<file path="config.mk">
export PLATFORM = sky130hd
export DESIGN_NAME = sac_top
export DESIGN_NICKNAME = d
export VERILOG_FILES = /design/src/shared/sac_pkg.sv /design/src/shared/sac_steer_if.sv /design/src/verilog/sac_steer.sv /design/src/verilog/sac_top.sv
export SDC_FILE = /design/constraint.sdc
export NUM_CORES = 1
export LEC_CHECK = 0
export ABC_AREA = 1
export ABC_CLOCK_PERIOD_IN_PS = 2300
export BUFFER_PORTS_ARGS = -buffer_cell sky130_fd_sc_hd__buf_2
export CAP_MARGIN = 20
export CORE_ASPECT_RATIO = 1.2
export CORE_MARGIN = 2
export CORE_UTILIZATION = 35
export CTS_CLUSTER_SIZE = 16
export DETAILED_ROUTE_END_ITERATION = 16
export HOLD_SLACK_MARGIN = 0.02
export PLACE_DENSITY_LB_ADDON = 0.2
export SLEW_MARGIN = 20
export SYNTH_ARGS = -nofsm -noshare
export SYNTH_HDL_FRONTEND = slang
export SYNTH_HIERARCHICAL = 1
export SYNTH_SLANG_ARGS = --single-unit
</file>
<file path="constraint.sdc">
create_clock -name mclk -period 2.3 [get_ports mclk]
set_input_delay 0.46 -clock mclk [delete_from_list [all_inputs] [get_ports mclk]]
set_output_delay 0.46 -clock mclk [all_outputs]
set_load 0.05 [all_outputs]
</file>
<file path="src/shared/sac_pkg.sv">
// smram access control: shared constants for offsets, fields and reset values.
// assumes an 8-bit configuration port and a single 40 MHz clock domain.
`default_nettype none
package sac_pkg;
    // ------------------------------------------------------------
    // configuration space offsets
    // ------------------------------------------------------------
    localparam logic [7:0] SAC_OFS_CTRL = 8'h72; // smram_control
    localparam logic [7:0] SAC_OFS_EXT = 8'h73; // extended smram control
    // ------------------------------------------------------------
    // smram_control field positions
    // ------------------------------------------------------------
    localparam int SAC_B_VISIBLE = 6; // smm_space_visible
    localparam int SAC_B_LOCK = 4; // smm_space_lockdown
    localparam int SAC_B_GEN = 3; // global_smram_enable
    localparam logic [2:0] SAC_BASE_SEG = 3'h2; // compat_smm_base_segment, fixed 010
    localparam logic [7:0] SAC_CTRL_RST = 8'h02; // value after reset
    // ------------------------------------------------------------
    // extended control field positions and reset value
    // ------------------------------------------------------------
    localparam int SAC_B_HSEL = 7; // high_smram_select
    localparam int SAC_B_TSZ_HI = 2; // tseg_size msb
    localparam int SAC_B_TSZ_LO = 1; // tseg_size lsb
    localparam int SAC_B_TSEN = 0; // tseg_enable
    localparam logic [7:0] SAC_EXT_RST = 8'h3F; // value after reset
    localparam logic [7:0] SAC_EXT_RO1 = 8'h38; // cache policy bits, always one
    // ------------------------------------------------------------
    // compatible window a0000h..bffffh: address bits 19:17 equal 101
    // ------------------------------------------------------------
    localparam logic [2:0] SAC_COMPAT_TOP = 3'h5;
endpackage : sac_pkg
`default_nettype wire

</file>
<file path="src/shared/sac_steer_if.sv">
// smram access control: carrier between the register side and the decoder.
// assumes both ends sit on mclk; the decoder is purely combinational.
`default_nettype none
interface sac_steer_if;
    logic gen; // global_smram_enable
    logic visible; // smm_space_visible
    logic lock; // smm_space_lockdown
    logic hsel; // high_smram_select
    logic tseg_en; // tseg_enable
    logic smm; // processor in smm decode
    logic compat_hit; // address in compatible window
    logic high_hit; // address in extended window
    logic to_dram; // decision: steer to dram
    modport ctrl (output gen, visible, lock, hsel, tseg_en, smm, compat_hit, high_hit,
                  input to_dram);
    modport dec (input gen, visible, lock, hsel, tseg_en, smm, compat_hit, high_hit,
                 output to_dram);
endinterface : sac_steer_if
`default_nettype wire

</file>
<file path="src/verilog/sac_steer.sv">
// smram access control: steering decision for one memory access.
// assumes the window hits are decoded by the caller on the same clock.
`default_nettype none
module sac_steer (
    sac_steer_if.dec s
);
    // ------------------------------------------------------------
    // decision
    // ------------------------------------------------------------
    logic see; // smm space may be seen by this access
    logic compat_on; // compatible region active
    logic high_on; // extended region active
    always_comb begin
        // open only counts while enabled and unlocked; smm decode always sees it
        see = s.smm | (s.gen & s.visible & ~s.lock);
        // no smm memory at all without the global enable
        compat_on = s.gen & ~s.hsel;
        high_on = s.gen & s.hsel & s.tseg_en;
        // no remap: either dram at the same address or the pci bus
        s.to_dram = see & ((s.compat_hit & compat_on) | (s.high_hit & high_on));
    end
endmodule : sac_steer
`default_nettype wire

</file>
<file path="src/verilog/sac_top.sv">
// smram access control: smram_control and its lock, plus access steering.
// assumes nrst is the power-on reset and the memory path shares mclk.
//
// Function
// - open works only when enabled; lock works either way
// - open unlocked space visible outside smm
// - lock forces open low, freezes it
// - lock freezes itself and extended fields
// - lock set by write, cleared by reset
// - enable without high gives compat a0000h
// - enable low disables all smm memory
// - enable high: location from high, tseg
// - global enable frozen once locked
// - base segment reads fixed 010
// - no remap; dram or pci bus
// - high select forwards compat window pci
`default_nettype none
module sac_top
    import sac_pkg::*;
(
    input wire logic mclk,
    input wire logic nrst,
    input wire logic cfg_wr,
    input wire logic cfg_rd,
    input wire logic [7:0] cfg_addr,
    input wire logic [7:0] cfg_wdata,
    output logic [7:0] cfg_rdata,
    output logic cfg_rvalid,
    input wire logic acc_valid,
    input wire logic [19:0] acc_addr,
    input wire logic acc_high_hit,
    input wire logic acc_smm,
    output logic route_valid,
    output logic route_dram,
    output logic route_pci
);
    // ------------------------------------------------------------
    // register state
    // ------------------------------------------------------------
    logic gen_q, gen_d; // global_smram_enable
    logic vis_q, vis_d; // smm_space_visible
    logic lock_q, lock_d; // smm_space_lockdown
    logic hsel_q, hsel_d; // high_smram_select
    logic [1:0] tsz_q, tsz_d; // tseg_size
    logic tsen_q, tsen_d; // tseg_enable
    logic wr_ctrl; // write to smram_control
    logic wr_ext; // write to extended control
    logic [7:0] ctrl_rd; // smram_control as read
    logic [7:0] ext_rd; // extended control as read

    always_comb begin
        wr_ctrl = cfg_wr & (cfg_addr == SAC_OFS_CTRL);
        wr_ext = cfg_wr & (cfg_addr == SAC_OFS_EXT);
        gen_d = gen_q;
        vis_d = vis_q;
        lock_d = lock_q;
        hsel_d = hsel_q;
        tsz_d = tsz_q;
        tsen_d = tsen_q;
        // once locked, every write below is dropped
        if (wr_ctrl && !lock_q) begin
            gen_d = cfg_wdata[SAC_B_GEN];
            lock_d = cfg_wdata[SAC_B_LOCK];
            // the write that locks also closes the space, whatever bit 6 says
            vis_d = cfg_wdata[SAC_B_VISIBLE] & ~cfg_wdata[SAC_B_LOCK];
        end
        if (wr_ext && !lock_q) begin
            hsel_d = cfg_wdata[SAC_B_HSEL];
            tsz_d = cfg_wdata[SAC_B_TSZ_HI:SAC_B_TSZ_LO];
            tsen_d = cfg_wdata[SAC_B_TSEN];
        end
        // keeps open low while locked even if reached by other means
        if (lock_q) begin
            vis_d = 1'b0;
        end
    end

    // only power-on reset clears the lock; no write path can
    always_ff @(posedge mclk) begin
        if (!nrst) begin
            gen_q <= SAC_CTRL_RST[SAC_B_GEN];
            vis_q <= SAC_CTRL_RST[SAC_B_VISIBLE];
            lock_q <= SAC_CTRL_RST[SAC_B_LOCK];
            hsel_q <= SAC_EXT_RST[SAC_B_HSEL];
            tsz_q <= SAC_EXT_RST[SAC_B_TSZ_HI:SAC_B_TSZ_LO];
            tsen_q <= SAC_EXT_RST[SAC_B_TSEN];
        end else begin
            gen_q <= gen_d;
            vis_q <= vis_d;
            lock_q <= lock_d;
            hsel_q <= hsel_d;
            tsz_q <= tsz_d;
            tsen_q <= tsen_d;
        end
    end

    // ------------------------------------------------------------
    // read path
    // ------------------------------------------------------------
    logic [7:0] rdata_d; // next read data
    logic rvalid_d; // next read strobe
    always_comb begin
        ctrl_rd = 8'h00; // reserved bits stay zero
        ctrl_rd[SAC_B_VISIBLE] = vis_q;
        ctrl_rd[SAC_B_LOCK] = lock_q;
        ctrl_rd[SAC_B_GEN] = gen_q;
        ctrl_rd[2:0] = SAC_BASE_SEG;
        ext_rd = SAC_EXT_RO1;
        ext_rd[SAC_B_HSEL] = hsel_q;
        ext_rd[SAC_B_TSZ_HI:SAC_B_TSZ_LO] = tsz_q;
        ext_rd[SAC_B_TSEN] = tsen_q;
        rvalid_d = cfg_rd;
        // unmapped offsets answer zero
        if (cfg_rd && cfg_addr == SAC_OFS_CTRL) begin
            rdata_d = ctrl_rd;
        end else if (cfg_rd && cfg_addr == SAC_OFS_EXT) begin
            rdata_d = ext_rd;
        end else begin
            rdata_d = 8'h00;
        end
    end

    always_ff @(posedge mclk) begin
        if (!nrst) begin
            cfg_rdata <= 8'h00;
            cfg_rvalid <= 1'b0;
        end else begin
            cfg_rdata <= rdata_d;
            cfg_rvalid <= rvalid_d;
        end
    end

    // ------------------------------------------------------------
    // access steering
    // ------------------------------------------------------------
    sac_steer_if st ();
    assign st.gen = gen_q;
    assign st.visible = vis_q;
    assign st.lock = lock_q;
    assign st.hsel = hsel_q;
    assign st.tseg_en = tsen_q;
    assign st.smm = acc_smm;
    assign st.compat_hit = (acc_addr[19:17] == SAC_COMPAT_TOP);
    assign st.high_hit = acc_high_hit;

    sac_steer u_steer (
        .s(st)
    );

    // registered so the outputs come from flops; decision lags one cycle
    logic rv_d, rd_d, rp_d; // next route valid, dram, pci
    always_comb begin
        rv_d = acc_valid;
        rd_d = acc_valid & st.to_dram;
        rp_d = acc_valid & ~st.to_dram;
    end

    always_ff @(posedge mclk) begin
        if (!nrst) begin
            route_valid <= 1'b0;
            route_dram <= 1'b0;
            route_pci <= 1'b0;
        end else begin
            route_valid <= rv_d;
            route_dram <= rd_d;
            route_pci <= rp_d;
        end
    end

    // ------------------------------------------------------------
    // checks
    // ------------------------------------------------------------
    logic compat_a; // access into the compatible window
    assign compat_a = acc_valid & (acc_addr[19:17] == SAC_COMPAT_TOP);
endmodule : sac_top
`default_nettype wire

</file>
; ---- After elaboration in Yosys (flattened, before gate mapping)
; Cells that the tools add are included.
[word_totals]
reg_bits = 19
inputBits = 43
out_inout_bits = 12
word_cells = 47
[classes]
eq_ne = 3
mux = 2
bitwise = 21
n_reduce_logical = 8
[op_table]
columns = cell, count
row1 = equality test 8 x 7 -> 1 bit (second input constant), 2
row2 = AND 1 bit, 13
row3 = two-way mux 7 bit, 1
row4 = two-way mux 6 bit, 1
row5 = NOT 1 bit, 6
row6 = logical AND 1 bit, 4
row7 = OR reduction 2 bit, 2
row8 = equality test 3 bit (second input constant), 1
row9 = OR reduction 3 bit, 1
row10 = bitwise OR 1 bit, 2
row11 = zero test 1 bit, 1

; ---- Depth between registers and ports, before layout
[logic_depth]
ltp_word = 7
ltp_mapped = 8
depth_no_buf = 8

; ---- Modules after synthesis
; The synthesis kept the hierarchy.
[modules_own_cells]
columns = mod, n_inst, cells_per_inst, area_each_um2, seq_area_each_um2
row1 = sac_top, 1, 89, 726.9, 380.4
row2 = sac_steer, 1, 9, 37.5, 0.0

; ---- Worst setup path after synthesis
; Ideal clock, no wire load.
[synth_path]
kind = input to register
from = input cfg_addr[7]
to = register hsel_q
setup_ps = 113
arrival_ps = 967
path_slack_ps = 1220
cell_stages = 6
n_path_buf = 0
cell_sequence = inv_1 nand2_2 nor2_8 nand3_2 nor2_1 nor2_1
[synth_between]
elab_chain_len = 3
[synth_lines]
columns = element, line_no
row1 = "start, declared", sac_top.sv:25  ; input wire logic [7:0] cfg_addr,
row2 = equality test 8 x 7 -> 1 bit, sac_top.sv:53  ; wr_ext = cfg_wr & (cfg_addr == SAC_OFS_EXT);
row3 = AND 1 bit, sac_top.sv:53
row4 = logical AND 1 bit, sac_top.sv:67  ; if (wr_ext && !lock_q) begin
row5 = "end signal, assigned", sac_top.sv:84  ; hsel_q <= SAC_EXT_RST[SAC_B_HSEL];
row6 = "end signal, assigned", sac_top.sv:91  ; hsel_q <= hsel_d;
row7 = "end, declared", sac_top.sv:43  ; logic hsel_q, hsel_d;
; No other way between the ends.
; A chain may end at the register's enable or synchronous reset.

; ---- Worst setup path in the final report
[layout_path]
from = register cfg_rdata[0]
to = output cfg_rdata[0]
[layout_rtl]
columns = element, line_no
row1 = "start, declared", sac_top.sv:27  ; output logic [7:0] cfg_rdata,
row2 = "start signal, assigned", sac_top.sv:128  ; cfg_rdata <= rdata_d;
; No word-level cell between the ends.

==> impl_results.md <==
- Layout Nets: 181
- Hold Path Depth: 3
- Worst Path Class, Setup: reg2out
- # clock sinks: 19
- Clock slew at reported path FFs: 0.10 ns
- Die area: 2580 µm²
- Pin count of the biggest net entering global routing: 11
- CTS Root Cell: clkbuf_4
- PD cells: 550 nW/µm²
- DRC Markers: 0
- XOR/XNOR Fraction of Synth Area: 0
- Peak supply drop: 0.000207 V
- DRT iter0 DRCs: 5
- Worst reg-to-reg path cell count: 5
- Synth Area in Compound Gates: 0.0262
- CP Capture Type: output pin
- Min-delay worst type: in2reg
- Multiplexer share of the synthesized area: 0
- Flip-flop and latch count after synthesis: 19
- Final Non-Filler Cells: about 170
- Die width: approximately 47 µm
- Avg WL per Cell: 8.34 µm
- Critical path buffer and inverter count: 1
- Placed insts: 163
- Leak pwr: between 0.5 and 0.6 nW
- CP top delay family: flip-flops
- H-tree lvl count: 1
- Vias per cell: 4.08
- Maxcap violations: 0
- Top Ports: 55
- RePlAce Congestion: 0.761
- Port bufs: 36
- Synth Warn #: 6
- Setup violators final: 0
- Area grow syn2layout: 30.4%
- Clk Latency, worst-skew pair: 0.28 ns
- Cell variety after synth: 15
- Cells after synthesis: 98
- Hold WS: 0.388 ns
- Core box area: 2070 µm²
- Average size of a mapped cell: about 7.8 µm²
- Final hold violation count: 0
- Post-Synth Simple-Gate Area: 0.368
- Crit path time final: around 1.3 ns
- CTS Buf Count: 3
- Final wirelength: 1390 µm
- Dpl hpwl: 1130 µm
- Worst setup SP type: flip-flop
- Routed Antenna Nets: 0
- Area of the mapped netlist: 764 µm²
- Initial Util: 0.369
- First-pass GRT wire length: ~2000 µm
- CTS tree: built
- Fillers: 224
- Worst Path Max Fanout: 1
- PostCTS Resize Cnt: 0
- TNS Setup: 0 ns
- Critical path depth in cells: 1
- Fmax: 0.756 GHz
- Post-synthesis sequential area ratio: 0.498
- CP arrival: around 0.86 ns
- CTS max path bufs: 2
- Final slew viol count: 0
- Fin crit share: 0.575
- Pre-antenna DRT Iters: 4
- Post-CTS Setup Bufs: 0
- Req. time, crit path: between 1.5 and 2 ns
- GRT overflow: 0
- Net Count, Synth: 141
- Total power: 0.000549 W
- Outcome: finished clean
- Worst-Margin Slew: 0.250 ns
- Synth Area in Adders: 0
- Rel. slew slack: 0.835
- Die height: 55.2 µm
- Total number of vias: approximately 680
- Vias in the first global route: roughly 530
- Largest family of logic cells by synthesized area: simple AND/OR/NAND/NOR gates
- Crit path largest cell delay: 0.33 ns
- Post-CTS Hold Fix Bufs: 0
- Initial antenna violation count: 0
- All-Layer GR Usage: 0.117
- RSZ-0062 raised after global routing: no
- Crit-path cells: buf_2
- Post-route clock skew: around 0.0047 ns
- Layout cells sized above 1: 0.380
- Worst path slowest cell: dfxtp_1
- Rows: 18
- ANT cells: 0
- Reg2Reg Setup Slack: 1.32 ns
==> Yosys cell counts, drive strengths merged <==
master  count  area [µm²]
a21oi       2        10.0
o21ai       2        10.0
dfxtp      19         380
nand2      22        87.6
nor2       22         119
nand3       7        50.1
nand4       4        25.0
buf         1        11.3
inv        19        71.3
==> per-layer routing <==
layer | vias up | part of all wire | GRT usage
met2 | 27 | 0.50 | 0.194
met5 | - | 0 | 0
met4 | 0 | 0.019 | 0.0972
met3 | 2 | 0.062 | 0.0195
met1 | 280 | 0.41 | 0.126
li1 | 373 | - | -
==> final timing paths <==
kind	from	to
worst max-delay path	cfg_rdata[0]$_SDFF_PP0_	cfg_rdata[0]
worst min-delay path	cfg_rd	cfg_rvalid$_SDFF_PN0_
worst max register to register	lock_q$_SDFFE_PN0P_	hsel_q$_SDFFE_PN0P_
worst min register to register	tsz_q[1]$_SDFFE_PN1P_	cfg_rdata[2]$_SDFF_PP0_
==> layout by cell type (no fill, tap or decap) <==
| cell type | instances |
|---|---|
| nor2_2 | 2 |
| nor2_8 | 1 |
| clkbuf_1 | 1 |
| nor2_4 | 2 |
| a21oi_1 | 2 |
| nand2_1 | 20 |
| clkbuf_4 | 3 |
| inv_2 | 3 |
| nand2_2 | 2 |
| o21ai_1 | 2 |
| nand3_1 | 4 |
| inv_1 | 16 |
| nor2_1 | 17 |
| nand4_1 | 4 |
| buf_2 | 36 |
| nand3_2 | 3 |
| dfxtp_1 | 19 |
==> registers in the layout, indices dropped and copies added, names as in the netlist <==
name         cells
route_pci        1
st.visible       1
cfg_rdata        8
hsel_q           1
st.tseg_en       1
tsz_q            2
cfg_rvalid       1
lock_q           1
route_dram       1
route_valid      1
gen_q            1
==> metrics by stage <==
step,instance area (µm²),worst slack (ns),utilization
after CTS,997,0.964,0.481
after detailed placement,971,1.02,0.469
final,997,0.978,0.481
after floorplan,764,1.22,-
after global routing,997,0.935,0.481
after global placement,971,1.03,0.469
==> cells by family (layout without fill, tap and decap cells) <==
logic type | count (synthesis) | in the layout
AND/OR/NAND/NOR | 55 | 55
buffers and inverters | 20 | 59
AO/OA/AOI/OAI | 4 | 4
flip-flops | 19 | 19
==> report_power, final <==
part	switching [W]	leakage, nW	internal, W
combinational	0.0000352	0.396	0.0000228
sequential	0.000000699	0.154	0.000332
clock	0.0000908	0.0150	0.0000673
total	0.000127	0.565	0.000422
==> area by class of cell <==
cell class	instances	area, µm²	share of cell area
tap	30	37.5	0.0376
timing repair buffer	36	180	0.181
multi-input combinational	59	302	0.302
inverter	19	71.3	0.0715
clock buffer	4	26.3	0.0263
sequential	19	380	0.381
Note: power is estimated with default switching activity, not from simulation.
